[src/design/pecu_regs.svh]
`ifndef PECU_REGS_SVH
`define PECU_REGS_SVH
// Log page that carries the counter list
`define PECU_LOG_PAGE 8'h11
// Features bit that asks for read-and-clear
`define PECU_FEAT_CLR_BIT 0
// Identify data word and bit that flag the feature
`define PECU_ID_WORD 8'd76
`define PECU_ID_BIT 10
// Page layout
`define PECU_PAGE_BYTES 10'd512
`define PECU_HDR_BYTES 10'd4
`define PECU_CSUM_IDX 10'd511
// Identifier fields
`define PECU_ID_VENDOR_BIT 15
`define PECU_ID_WIDTH_LSB 12
`define PECU_WIDTH_16 3'h1
`define PECU_WIDTH_32 3'h2
`define PECU_WIDTH_48 3'h3
`define PECU_WIDTH_64 3'h4
// Implemented counter codes (bits 11:0)
`define PECU_CODE_CMD_ICRC 12'h001
`define PECU_CODE_RERR_DATA 12'h002
`define PECU_CODE_RERR_D2H_DATA 12'h003
`define PECU_CODE_PHY_RDY 12'h009
`define PECU_CODE_RST_SIG 12'h00a
`define PECU_CODE_RX_CRC 12'h00b
`define PECU_CODE_RX_NONCRC 12'h00d
// Terminating identifier
`define PECU_ID_END 16'h0000
// Counter reset value
`define PECU_CNT_RST 32'h0000_0000
`endif

[src/design/pecu_pkg.sv]
package pecu_pkg;
    // Log reader states
    typedef enum logic [1:0] {
        PECU_IDLE,
        PECU_SEND,
        PECU_CSUM
    } pecu_state_t;
endpackage

[src/design/pecu_page_rom.sv]
`timescale 1ns/100ps
`include "pecu_regs.svh"
// Maps a page byte index onto the frozen counter snapshot
module pecu_page_rom #(
    parameter int NCNT = 7
) (
    input wire logic [9:0] idx_i,
    input wire logic [NCNT*16-1:0] ids_i,
    input wire logic [NCNT*32-1:0] vals_i,
    output logic [7:0] byte_o
);
    // Each entry: 2 identifier bytes, 4 value bytes (32-bit width code)
    localparam int ENTRY = 6;

    always_comb begin
        int rel;
        int slot;
        int off;
        rel = 0;
        slot = 0;
        off = 0;
        byte_o = 8'h00;
        if (idx_i >= `PECU_HDR_BYTES && idx_i < `PECU_CSUM_IDX) begin
            rel = int'(idx_i) - int'(`PECU_HDR_BYTES);
            slot = rel / ENTRY;
            off = rel % ENTRY;
            if (slot < NCNT) begin
                // Little-endian identifier, then value
                if (off < 2) begin
                    byte_o = ids_i[slot*16 + off*8 +: 8];
                end else begin
                    byte_o = vals_i[slot*32 + (off-2)*8 +: 8];
                end
            end
            // Past the list every byte is zero: identifier 0 ends it
        end
    end
endmodule

[src/design/pecu_sat_cnt.sv]
`timescale 1ns/100ps
`include "pecu_regs.svh"
// One saturating event counter
module pecu_sat_cnt #(
    parameter int WIDTH = 32
) (
    input wire logic mclk_i,
    input wire logic rst_i,
    input wire logic clear_i,
    input wire logic event_i,
    output logic [WIDTH-1:0] count_o
);
    // Refused at elaboration: widths outside this range cannot be reported
    if (WIDTH < 2 || WIDTH > 64) begin : g_bad_width
        $error("pecu_sat_cnt: WIDTH out of range");
    end

    // Clear wins over an event in the same cycle, since the clear marks a
    // new epoch that starts after the snapshot already taken
    always_ff @(posedge mclk_i) begin
        if (rst_i || clear_i) begin
            count_o <= '0;
        end else if (event_i && count_o != {WIDTH{1'b1}}) begin
            count_o <= count_o + 1'b1;
        end
    end
endmodule

[src/design/pecu_top.sv]
`timescale 1ns/100ps
`include "pecu_regs.svh"
module pecu_top #(
    parameter int CNT_W = 32
) (
    input wire logic mclk_i,
    input wire logic rst_i,               // Power-on reset only
    // Event pulses from the link layer, same clock, except the asynchronous ready pin
    input wire logic cmd_done_i,          // Command completed
    input wire logic cmd_err_i,           // Status ERR bit at completion
    input wire logic cmd_icrc_i,          // Error ICRC bit at completion
    input wire logic tx_data_rerr_i,      // Sent data frame answered R_ERR
    input wire logic rx_data_rerr_i,      // Received data frame rejected R_ERR
    input wire logic rx_crc_rerr_i,       // Received frame rejected, CRC
    input wire logic rx_noncrc_rerr_i,    // Received frame rejected, other cause
    input wire logic rst_sig_ok_i,        // Reset signature frame answered R_OK
    input wire logic bist_act_i,          // BIST Activate frame received
    input wire logic phy_rdy_i,           // Physical link ready, from a pin
    // Log read request
    input wire logic log_req_i,           // One-cycle read request
    input wire logic [7:0] log_page_i,    // Requested page
    input wire logic [15:0] log_feat_i,   // Features field
    input wire logic byte_ready_i,        // Consumer takes a byte
    output logic log_busy_o,              // Page being delivered
    output logic log_nak_o,               // Request refused, other page or not idle, one-cycle pulse
    output logic byte_valid_o,            // Byte on byte_o is offered
    output logic [7:0] byte_o,            // Page byte
    output logic byte_last_o,             // Marks byte 511
    // Identify word 76 contribution
    output logic [15:0] id_word76_o
);
    localparam int NCNT = 7; // Implemented counters, one log entry each

    // The entry layout is fixed at six bytes, so only 32-bit counters fit;
    // refused while the design is elaborated, before any clock runs
    if (CNT_W != 32) begin : g_bad_cnt_w
        $error("pecu_top: only 32-bit counters are served");
    end

    // Builds an identifier: vendor bit, width code, code
    function automatic logic [15:0] mk_id(input logic [11:0] code);
        mk_id = {1'b0, `PECU_WIDTH_32, code};
    endfunction

    // Ready pin passes two flops before use. All three reset to not-ready,
    // the pin's idle level, so a link already up after power-on counts once
    // as a fresh transition into ready
    logic rdy_meta_q; // First stage, may go metastable
    logic rdy_sync_q;
    logic rdy_prev_q;
    always_ff @(posedge mclk_i) begin
        if (rst_i) begin
            rdy_meta_q <= 1'b0;
            rdy_sync_q <= 1'b0;
            rdy_prev_q <= 1'b0;
        end else begin
            rdy_meta_q <= phy_rdy_i;
            rdy_sync_q <= rdy_meta_q;
            rdy_prev_q <= rdy_sync_q;
        end
    end

    // Rising edge of ready: not-ready to ready transition
    logic rdy_rise;
    assign rdy_rise = rdy_sync_q && !rdy_prev_q;

    // Clear request from the read-and-clear path
    logic rc_clear_q;
    logic cnt_clear;
    // Link and soft resets are not inputs here, so they cannot touch counts
    assign cnt_clear = bist_act_i || rc_clear_q;

    // Event vector, one bit per implemented counter; 008h, 00Fh, 010h,
    // 012h and 013h are deliberately absent
    logic [NCNT-1:0] evt;
    assign evt[0] = cmd_done_i && cmd_err_i && cmd_icrc_i;
    assign evt[1] = tx_data_rerr_i || rx_data_rerr_i;
    assign evt[2] = tx_data_rerr_i;
    assign evt[3] = rdy_rise;
    assign evt[4] = rst_sig_ok_i;
    assign evt[5] = rx_crc_rerr_i;
    assign evt[6] = rx_noncrc_rerr_i;

    // 002h may see a sent and a received rejection in the same cycle; it then
    // steps by two so that neither frame is lost from the total
    logic [CNT_W-1:0] rerr_step;
    logic [CNT_W-1:0] rerr_cnt_q;
    assign rerr_step = (tx_data_rerr_i && rx_data_rerr_i) ? CNT_W'(32'h2) : CNT_W'(32'h1);
    // Own saturating adder: the shared counter only steps by one
    always_ff @(posedge mclk_i) begin
        if (rst_i || cnt_clear) begin
            rerr_cnt_q <= '0;
        end else if (evt[1] && rerr_cnt_q > ~rerr_step) begin
            rerr_cnt_q <= '1;
        end else if (evt[1]) begin
            rerr_cnt_q <= rerr_cnt_q + rerr_step;
        end
    end

    // Identifier table in the chosen order; a host parses by identifier, so
    // the order only has to stay fixed within this design
    logic [NCNT*16-1:0] ids;
    assign ids = {mk_id(`PECU_CODE_RX_NONCRC), mk_id(`PECU_CODE_RX_CRC),
                  mk_id(`PECU_CODE_RST_SIG), mk_id(`PECU_CODE_PHY_RDY),
                  mk_id(`PECU_CODE_RERR_D2H_DATA), mk_id(`PECU_CODE_RERR_DATA),
                  mk_id(`PECU_CODE_CMD_ICRC)};

    // The counters themselves
    logic [NCNT*CNT_W-1:0] cnt;
    genvar g;
    generate
        for (g = 0; g < NCNT; g++) begin : g_cnt
            if (g == 1) begin : g_dual
                // 002h comes from the two-step adder above
                assign cnt[g*CNT_W +: CNT_W] = rerr_cnt_q;
            end else begin : g_single
                pecu_sat_cnt #(
                    .WIDTH(CNT_W)
                ) u_cnt (
                    .mclk_i(mclk_i),
                    .rst_i(rst_i),
                    .clear_i(cnt_clear),
                    .event_i(evt[g]),
                    .count_o(cnt[g*CNT_W +: CNT_W])
                );
            end
        end
    endgenerate

    // Snapshot frozen at request so the page stays self-consistent
    logic [NCNT*CNT_W-1:0] snap_q;
    pecu_pkg::pecu_state_t state_q;
    logic [9:0] idx_q;
    logic [7:0] sum_q;
    logic clr_after_q;
    logic [7:0] rom_byte;

    pecu_page_rom #(
        .NCNT(NCNT)
    ) u_rom (
        .idx_i(idx_q),
        .ids_i(ids),
        .vals_i(snap_q),
        .byte_o(rom_byte)
    );

    // A byte moves when offered and taken
    logic fire;
    assign fire = byte_valid_o && byte_ready_i;

    // A request is taken only when idle and the busy flag has fallen, so a
    // request in the one-cycle tail after the checksum is refused, not lost
    logic req_ok;
    assign req_ok = log_req_i && log_page_i == `PECU_LOG_PAGE &&
                    state_q == pecu_pkg::PECU_IDLE && !log_busy_o;

    // Page delivery state machine: idle, the 511 data bytes, the checksum.
    // The snapshot is frozen at the taken request; later events stay in the
    // live counters for the next page unless a read-and-clear or a self-test clear wipes them
    always_ff @(posedge mclk_i) begin
        if (rst_i) begin
            state_q <= pecu_pkg::PECU_IDLE;
            idx_q <= 10'd0;
            sum_q <= 8'h00;
            clr_after_q <= 1'b0;
            snap_q <= '0;
        end else begin
            case (state_q)
                pecu_pkg::PECU_IDLE: begin
                    if (req_ok) begin
                        state_q <= pecu_pkg::PECU_SEND;
                        snap_q <= cnt;
                        idx_q <= 10'd0;
                        sum_q <= 8'h00;
                        clr_after_q <= log_feat_i[`PECU_FEAT_CLR_BIT];
                    end
                end
                pecu_pkg::PECU_SEND: begin
                    if (fire) begin
                        sum_q <= sum_q + byte_o;
                        idx_q <= idx_q + 10'd1;
                        if (idx_q == `PECU_CSUM_IDX - 10'd1) begin
                            state_q <= pecu_pkg::PECU_CSUM;
                        end
                    end
                end
                pecu_pkg::PECU_CSUM: begin
                    if (fire) begin
                        state_q <= pecu_pkg::PECU_IDLE;
                        idx_q <= 10'd0;
                        clr_after_q <= 1'b0;
                    end
                end
                default: begin
                    state_q <= pecu_pkg::PECU_IDLE;
                end
            endcase
        end
    end

    // Clear only after the whole page has gone out. The pulse is registered,
    // so counters clear one edge after the checksum is taken; an event in
    // that edge is lost, the price of keeping the clear off the byte path
    always_ff @(posedge mclk_i) begin
        if (rst_i) begin
            rc_clear_q <= 1'b0;
        end else begin
            rc_clear_q <= fire && state_q == pecu_pkg::PECU_CSUM && clr_after_q;
        end
    end

    // Output byte register, loaded for the new index one cycle after a take. The
    // checksum is formed as byte 510 is taken, from the running sum plus
    // that byte, so it is ready without waiting for another rom lookup
    logic [7:0] next_byte;
    always_comb begin
        next_byte = 8'h00;
        if (state_q == pecu_pkg::PECU_SEND) begin
            if (fire && idx_q == `PECU_CSUM_IDX - 10'd1) begin
                next_byte = 8'h00 - (sum_q + byte_o);
            end else if (fire) begin
                next_byte = byte_o;
            end else begin
                next_byte = rom_byte;
            end
        end else if (state_q == pecu_pkg::PECU_CSUM) begin
            next_byte = byte_o;
        end
    end

    // The byte register holds the byte currently offered; the rom is
    // indexed by idx_q, so after a fire we present it one cycle later
    always_ff @(posedge mclk_i) begin
        if (rst_i) begin
            byte_o <= 8'h00;
            byte_valid_o <= 1'b0;
            byte_last_o <= 1'b0;
        end else if (state_q == pecu_pkg::PECU_SEND) begin
            byte_o <= fire ? next_byte : rom_byte;
            if (fire && idx_q == `PECU_CSUM_IDX - 10'd1) begin
                byte_valid_o <= 1'b1;
                byte_last_o <= 1'b1;
            end else begin
                // Drop valid for one cycle after a take so the rom settles
                byte_valid_o <= !fire;
                byte_last_o <= 1'b0;
            end
        end else if (state_q == pecu_pkg::PECU_CSUM) begin
            byte_o <= next_byte;
            byte_valid_o <= !fire;
            byte_last_o <= !fire;
        end else begin
            byte_o <= 8'h00;
            byte_valid_o <= 1'b0;
            byte_last_o <= 1'b0;
        end
    end

    // Busy flag and refusal of other pages
    always_ff @(posedge mclk_i) begin
        if (rst_i) begin
            log_busy_o <= 1'b0;
            log_nak_o <= 1'b0;
        end else begin
            // Busy rises with the taken request and falls one edge after idle
            log_busy_o <= state_q != pecu_pkg::PECU_IDLE || req_ok;
            // Every request that is not taken is refused, never dropped silently
            log_nak_o <= log_req_i && !req_ok;
        end
    end

    // Identify word 76 contribution: only the feature bit
    // Other bits of the word belong to other features and stay at zero
    always_ff @(posedge mclk_i) begin
        if (rst_i) begin
            id_word76_o <= 16'h0000;
        end else begin
            id_word76_o <= 16'h0001 << `PECU_ID_BIT;
        end
    end
endmodule

[config.mk]
export PLATFORM = sky130hd
export DESIGN_NAME = pecu_top
export DESIGN_NICKNAME = d
export VERILOG_FILES = /design/src/design/pecu_pkg.sv /design/src/design/pecu_page_rom.sv /design/src/design/pecu_sat_cnt.sv /design/src/design/pecu_top.sv
export VERILOG_INCLUDE_DIRS = /design/src /design/src/design
export SDC_FILE = /design/constraint.sdc
export NUM_CORES = 1
export LEC_CHECK = 0
export CAP_MARGIN = 25
export CORE_MARGIN = 2
export CORE_UTILIZATION = 55
export CTS_CLUSTER_DIAMETER = 200
export DETAILED_ROUTE_END_ITERATION = 8
export DONT_BUFFER_PORTS = 1
export PLACE_DENSITY = 0.73
export SYNTH_ARGS = -nofsm -noshare
export SYNTH_HDL_FRONTEND = slang
export SYNTH_SLANG_ARGS = --single-unit
[constraint.sdc]
create_clock -name mclk_i -period 7.3 [get_ports mclk_i]
set_input_delay 0.73 -clock mclk_i [delete_from_list [all_inputs] [get_ports mclk_i]]
set_output_delay 0.73 -clock mclk_i [all_outputs]
set_load 0.005 [all_outputs]
==> key figures, run 1 <==
Run status
  – Status: completed

Placed design
  – Number of I/O port buffers: 0
  – Routability congestion estimate: 0.927
  – Placed cell count: 3,430
  – Worst slack, placed: -3.68 ps
  – Dpl hpwl: 42.1 mm

Timing
  – RSZ-0062 raised after global routing: no
  – Fin Clk Skew: about 22 ps
  – Accumulated negative setup slack: 0 ps
  – Final cycle utilization of the critical path: 95.9%
  – Post-route minimum period: 7000 ps
  – Setup Viol. Count Final: 0
  – Final number of max-transition violations: 0
  – Transition time at the pin with the least slew margin: between 800 and 900 ps
  – Count of final hold-check violations: 0
  – Highest achievable clock rate: about 140 MHz
  – Worst slew margin: 42.7%
  – Setup slack after layout: 301 ps

Global routing
  – Aggregate global routing overflow: 0
  – Maximum number of pins on one net before global-route repair: 248
  – Vias in the first global route: between 15,000 and 20,000
  – Global-route wire length before repair: 100 mm
  – Global-route usage over all layers: ~27%
  – Antenna violations before repair: 0

Clocking
  – TritonCTS Sinks: 486
  – H-tree depth reported by CTS: 2
  – Clock insertion delay at the later pin of the skew report: ~620 ps
  – Clock transition time at the flip-flop clock pins of the worst setup and hold paths: 60 ps
  – Cell chosen for the clock root: sky130_fd_sc_hd__clkbuf_16
  – Maximum clock path buffer count: 3
  – CTS tree: done
  – TritonCTS buffer count: roughly 50

Yosys
  – Cell accounting for the most synthesized area: sky130_fd_sc_hd__dfxtp_1
  – Mux share of post-synthesis cell area: 3.37%
  – Mapped Avg Cell Area: 7.95 um^2
  – Share of the synthesized netlist area taken by xor and xnor gates: 8.35%
  – Cell types with the highest counts after synthesis: sky130_fd_sc_hd__nand2_1 (649), sky130_fd_sc_hd__dfxtp_1 (486), sky130_fd_sc_hd__a21oi_1 (357)
  – Synth Area in Adders: 2.34%
  – EDFF count, synth: 0
  – Dominant combinational cell family by area after synthesis: simple AND/OR/NAND/NOR gates
  – Area share of and/or/nand/nor cells after synthesis: between 20% and 30%
  – Area fraction of the dominant cell type after synthesis: 41.0%
  – Count of unique library cells instantiated by Yosys: 95
  – Prevailing post-synth register cell: sky130_fd_sc_hd__dfxtp_1
  – Leading post-synthesis cells by cell area: sky130_fd_sc_hd__dfxtp_1 (41%), sky130_fd_sc_hd__nand2_1 (10%), sky130_fd_sc_hd__a21oi_1 (7.5%)
  – Gate count of the mapped netlist: 2,983
  – Most common cell in the netlist: sky130_fd_sc_hd__nand2_1
  – Share of flip-flops with an asynchronous set or reset after synthesis: 0%
  – Synth Register Bits: 486
  – Netlist area before placement: 23,700 um^2
  – Fraction of the mapped netlist area in compound gates: 15.4%
  – Number of warning messages in the yosys log: 0
  – Post-synthesis sequential area ratio: 41.0%

Critical path
  – Highest-delay cell along the critical path: sky130_fd_sc_hd__or4_4
  – CP Data Required Time: approximately 7800 ps
  – Maximum cell stage delay along the critical path: between 600 and 700 ps
  – Type of element launching the critical path: flop
  – Arrival @ worst endpoint: around 7500 ps
  – Critical path class: reg -> reg
  – Worst Reg-to-Reg Cells: 28
  – Critical Path Fanout Max: 9
  – Sort of element at the end of the critical path: flop

Die
  – Core outline area: 42,800 um^2
  – Die Y: roughly 210 um
  – Total Die Area: 44,800 um^2
  – Initial core utilization: 55.4%
  – Ports: 66
  – FP Rows: 76
  – Floorplan die width: 212 um

Final layout
  – Area added between synthesis and finish: 10.1%
  – Number of antenna repair diodes: 0
  – Filler instances: between 3,000 and 4,000
  – Layout Cells excl Fill: 3,527
  – Layout cells sized above 1: roughly 8.0%
  – Post-layout nets: 3,020

Power
  – Max IR drop VDD: 0.198 mV
  – Switching pwr: roughly 1.1 mW
  – Sw Share: 21.2%
  – Clk network pwr share: 49.4%
  – Total chip power: 5.35 mW
  – Leak Pwr: 8.88 nW
  – Sequential share of power: about half
  – Internal Pwr Total: 4.22 mW
  – Comb power frac: less than 1%
  – Power per standard cell area: 205 nW/um^2

Route
  – Number of vias per cell after detailed routing: 5.91
  – Wire per inst: about 18 um
  – Number of vias after detailed routing: 20,900
  – Number of detailed-routing iterations run before antenna repair: 8
  – Initial detailed-routing violation count: 1,773
  – Wire length reported by the detailed router: slightly above 60 mm
  – Post-route DRC: 0
  – Antenna-violating nets left: 0

Job
  – Number of maximum-capacitance constraint violations: 0

Worst hold path
  – Number of cells on the worst hold path: 1
  – Hold/Removal Path Class: in -> reg
-- worst max-delay path: cells and delay by family (launching register included) --
family	cells	cell delay (ps)
compound gates	8	2070
xor+xnor	2	290
fa+ha+maj	3	1120
buf+inv	4	530
flops	1	380
simple gates	11	2540
-- path summary, 6_finish.rpt --
| kind | startpoint | endpoint | slack (ps) |
|---|---|---|---|
| setup / recovery | idx_q[4]$_SDFFE_PP0P_ | byte_o[5]$_SDFF_PP0_ | 300 |
| hold / removal | rst_i | idx_q[0]$_SDFFE_PP0P_ | 210 |
| setup reg to reg | idx_q[4]$_SDFFE_PP0P_ | byte_o[5]$_SDFF_PP0_ | 300 |
| hold reg to reg | rdy_meta_q$_SDFF_PP0_ | rdy_sync_q$_SDFF_PP0_ | 440 |
-- sequential cells by signal, indices dropped and copies added (netlist names) --
signal / count
snap_q: 224
g_cnt.g_single.u_cnt.count_o: 192
rerr_cnt_q: 32
idx_q: 10
byte_o: 8
sum_q: 8
state_q: 2
byte_last_o: 1
byte_valid_o: 1
clr_after_q: 1
id_word76_o: 1
log_busy_o: 1
log_nak_o: 1
rc_clear_q: 1
rdy_meta_q: 1
rdy_prev_q: 1
rdy_sync_q: 1
-- area by class of cell --
type / count / area, um^2 / area share, %
flip-flops and latches: 486 / 9730 / 37.3
repair buffers: 69 / 583 / 2.23
well taps: 546 / 683 / 2.62
clock buffers: 75 / 1480 / 5.66
clock inverters: 19 / 246 / 0.944
inverters: 55 / 209 / 0.801
multi-input cells: 2277 / 13200 / 50.5
-- what timing repair did --
item                                    in CTS  in global routing
setup buffers                                1                  1
gates resized for setup                      0                 16
endpoints found under the setup margin       7                  8
pin swaps                                    1                  8
gates cloned                                 0                  0
hold buffers                                 0                  0
-- cells in the final DEF (no fill, tap or decap), types with 7 or more instances in the layout --
cell type / n
sky130_fd_sc_hd__o21ai_1: 8
sky130_fd_sc_hd__nand4_1: 41
sky130_fd_sc_hd__nor3b_1: 8
sky130_fd_sc_hd__o21ai_0: 67
sky130_fd_sc_hd__and4_1: 15
sky130_fd_sc_hd__nor4_1: 17
sky130_fd_sc_hd__o211ai_1: 7
sky130_fd_sc_hd__xnor2_1: 79
sky130_fd_sc_hd__clkbuf_16: 51
sky130_fd_sc_hd__dfxtp_1: 484
sky130_fd_sc_hd__ha_1: 37
sky130_fd_sc_hd__nor3_1: 39
sky130_fd_sc_hd__clkbuf_8: 11
sky130_fd_sc_hd__a21o_1: 16
sky130_fd_sc_hd__nand2_1: 649
sky130_fd_sc_hd__nand3_1: 127
sky130_fd_sc_hd__and2_1: 15
sky130_fd_sc_hd__a21oi_1: 357
sky130_fd_sc_hd__a211oi_1: 21
sky130_fd_sc_hd__nor2b_1: 11
sky130_fd_sc_hd__mux4_2: 23
sky130_fd_sc_hd__xor2_1: 144
sky130_fd_sc_hd__conb_1: 15
sky130_fd_sc_hd__o22ai_1: 14
sky130_fd_sc_hd__or3_1: 43
sky130_fd_sc_hd__nand2b_1: 7
sky130_fd_sc_hd__a31oi_1: 12
sky130_fd_sc_hd__inv_1: 50
sky130_fd_sc_hd__clkbuf_1: 13
sky130_fd_sc_hd__and3_1: 64
sky130_fd_sc_hd__nor2_1: 260
sky130_fd_sc_hd__a22o_1: 11
sky130_fd_sc_hd__clkinv_2: 8
sky130_fd_sc_hd__mux2i_1: 18
sky130_fd_sc_hd__buf_4: 64
sky130_fd_sc_hd__o31ai_1: 20
-- power by group through the flow --
| stage | sequential (mW) | combinational [mW] | clock [mW] |
|---|---|---|---|
| final | 2.66 | 0.0474 | 2.64 |
| after global routing | 2.66 | 0.0527 | 2.79 |
| after CTS | 2.66 | 0.0475 | 2.68 |
| after detailed placement | 2.72 | 0.0474 | 0 |
| after global placement | 2.72 | 0.0453 | 0 |
| after floorplan | 2.72 | 0.0599 | 0 |
-- per-stage QoR --
stage / hold slack [ps] / utilization, % / area, um^2
finish: 209 / 61.0 / 26100
global route: 177 / 61.0 / 26100
CTS: 177 / 60.8 / 26000
detailed placement: 433 / 56.7 / 24300
global placement: 416 / 56.7 / 24300
floorplan: 414 / - / 23800
-- cells by family after synthesis --
group,after synthesis
buf+inv,234
xor+xnor,224
simple gates,1336
mux,49
compound gates,611
fa+ha+maj,42
flops,486
other cells,1
-- routing by layer --
metal	GRT usage (%)	vias to the layer above	part of all wire (%)
li1	-	10100	-
met1	35.7	10000	44
met2	47.1	558	49
met3	4.36	98	5.2
met4	7.80	0	2.1
met5	0	-	0
Power figures use the tool's default switching activity.
==> run 2, diff against run 1 <==
clock period = 6.2 ns   (was 7.3 ns; I/O delays follow)
==> key figures, run 2 (synthesis gave the netlist of run 1 again) <==
Timing
  – Highest achievable clock rate: 152 MHz (+6.1%)
  – Worst slew margin: 7.32% (-35 points)
  – Final cycle utilization of the critical path: 106% (+10 points)
  – Transition time at the pin with the least slew margin: 1390 ps (+553 ps)
  – Setup Viol. Count Final: 8 (+8)
  – Count of final hold-check violations: 0 (unchanged)
  – Final number of max-transition violations: 0 (unchanged)
  – Fin Clk Skew: 16.0 ps (-6.41 ps)
  – Worst Hold Margin: 91.3 ps (-118 ps)
  – RSZ-0062 raised after global routing: yes
  – Setup slack after layout: -393 ps (-695 ps)
  – Post-route minimum period: 6590 ps (-405 ps)

Final layout
  – Largest registers ranked by flip-flop count: snap_q: 224 flops, g_cnt.g_single.u_cnt.count_o: 192 flops, rerr_cnt_q: 32 flops
  – Largest register FFs: 224 (unchanged)
  – Leading cell type in the layout, fill and taps excluded: sky130_fd_sc_hd__nand2_1
  – Largest register by flop count: snap_q
  – Post-layout nets: 3,143 (+4.1%)
  – Layout cells sized above 1: 12.8% (+4.9 points)
  – Area added between synthesis and finish: 15.2%
  – Post-layout instance area: 27,300 um^2 (+4.6%)
  – Layout Cells excl Fill: 3,652 (+3.5%)
  – Filler instances: 3,582 (-4.8%)
  – Commonest non-fill, non-tap cells in the layout: sky130_fd_sc_hd__nand2_1 (644), sky130_fd_sc_hd__dfxtp_1 (483), sky130_fd_sc_hd__a21oi_1 (356)

Route
  – Number of detailed-routing iterations run before antenna repair: 5 (-3)
  – Initial detailed-routing violation count: 1,760 (-0.73%)
  – Wire length reported by the detailed router: 64.2 mm (+3.7%)
  – Post-route DRC: 0 (unchanged)
  – Wire per inst: 17.6 um (+0.16%)
  – Number of vias per cell after detailed routing: 5.86 (-0.82%)
  – Number of vias after detailed routing: 21,400 (+2.7%)
  – Antenna-violating nets left: 0 (unchanged)

Die
  – Floorplan die width: 212 um (unchanged)
  – FP Rows: 76 (unchanged)
  – Core outline area: 42,800 um^2 (unchanged)
  – Total Die Area: 44,800 um^2 (unchanged)
  – Ports: 66 (unchanged)
  – Die Y: 212 um (unchanged)
  – Initial core utilization: 55.4% (unchanged)

Clocking
  – TritonCTS Sinks: 486 (unchanged)
  – TritonCTS buffer count: 50 (-2.0%)
  – H-tree depth reported by CTS: 2 (unchanged)
  – Maximum clock path buffer count: 3 (unchanged)
  – Cell chosen for the clock root: sky130_fd_sc_hd__clkbuf_16
  – CTS tree: done
  – Clock transition time at the flip-flop clock pins of the worst setup and hold paths: 60 ps (about the same)
  – Clock insertion delay at the later pin of the skew report: 610 ps (about the same)

Critical path
  – Cell family with most CP delay: simple AND/OR/NAND/NOR gates
  – Maximum cell stage delay along the critical path: 650 ps (+40 ps)
  – Critical path class: reg -> reg
  – CP Data Required Time: 6720 ps (-1110 ps)
  – Crit path buffers/inverters: 6 (+2)
  – Sort of element at the end of the critical path: flop
  – Highest-delay cell along the critical path: sky130_fd_sc_hd__fa_2
  – Arrival @ worst endpoint: 7120 ps (-400 ps)
  – Critical Path Fanout Max: 9 (unchanged)
  – Type of element launching the critical path: flop

Run status
  – Status: finished with violations
  – Violations in the final reports: negative setup slack

Global routing
  – Fraction of met1 tracks used by global routing: 37.4% (+1.7 points)
  – Maximum number of pins on one net before global-route repair: 248 (unchanged)
  – Vias in the first global route: 20,200 (+2.7%)
  – Antenna violations before repair: 3 (+3)
  – Met2 Resource Use GR: 47.7% (+0.65 points)
  – Grt peak-use layer: met2
  – Aggregate global routing overflow: 0 (unchanged)
  – Global-route wire length before repair: 104 mm (+3.7%)
  – Global-route usage over all layers: 28.6% (+1.2 points)
  – M3 GR Usage: 4.49% (+0.13 points)

Placed design
  – Number of I/O port buffers: 0 (unchanged)
  – Dpl hpwl: 44.0 mm (+4.7%)
  – Routability congestion estimate: 0.941 (+1.5%)
  – Placed standard-cell area: 25,200 um^2 (+3.9%)
  – Worst slack, placed: -584 ps (-581 ps)
  – Placed cell count: 3,544 (+3.3%)

Power
  – Max IR drop VDD: 0.198 mV (about the same)
  – Total chip power: 6.31 mW (+18%)
  – Power per standard cell area: 231 nW/um^2 (+13%)
  – Leak Pwr: 9.58 nW (+7.8%)

Job
  – Number of maximum-capacitance constraint violations: 0 (unchanged)

Worst hold path
  – Hold/Removal Path Class: in -> reg
-- run 2: cell types whose count changed in the layout (fill, tap and decap cells not counted), sizes merged --
cell      before  now
clkbuf        75   74
diode          0    1
clkinv        13   15
clkinvlp       3    2
buf           69  193
-- run 2: cell type report --
cell class	count	area, um^2	area share (%)
Clock buffer	74	1500	5.51
Timing Repair Buffer	193	1580	5.79
Sequential cell	486	9740	35.7
Inverter	55	214	0.784
Multi-Input combinational cell	2277	13400	48.9
Antenna cell	1	2.50	0.00917
Clock inverter	20	234	0.857
Tap cell	546	683	2.50
-- run 2: timing repair --
| action | 4_1_cts | 5_1_grt |
|---|---|---|
| hold buffers | 0 | 0 |
| buffers inserted | 8 | 3 |
| gates resized for setup | 29 | 19 |
| pin swaps | 23 | 13 |
| endpoints found under the hold margin | 0 | 0 |
| setup endpoints to repair | 8 | 8 |
-- run 2: metal layers --
layer | wire [um] | vias to the layer above
li1 | - | 10400
met1 | 28200 | 10300
met2 | 30000 | 600
met3 | 3720 | 151
met4 | 2240 | 0
met5 | 0 | -
-- run 2: final timing paths --
path,start,to,slack [ps],cells after the start
worst min register to register,rdy_meta_q$_SDFF_PP0_,rdy_sync_q$_SDFF_PP0_,450,1
worst min-delay path,rst_i,sum_q[1]$_SDFFE_PP0P_,90,1
worst max register to register,idx_q[3]$_SDFFE_PP0P_,byte_o[0]$_SDFF_PP0_,-390,31
worst max-delay path,idx_q[3]$_SDFFE_PP0P_,byte_o[0]$_SDFF_PP0_,-390,31
-- run 2: report_power, final --
group	switching, mW	leakage [nW]	internal, mW
clock network	1.27	0.859	1.85
logic	0.0418	4.80	0.0136
registers	0.00442	3.92	3.13
-- run 2: per-stage QoR --
stage,util [%],setup TNS [ps]
final,63.8,-2910
after global routing,63.8,-4910
after CTS,63.4,-2170
after detailed placement,59.0,-4430
after global placement,59.0,-3280
after floorplan,-,-7090
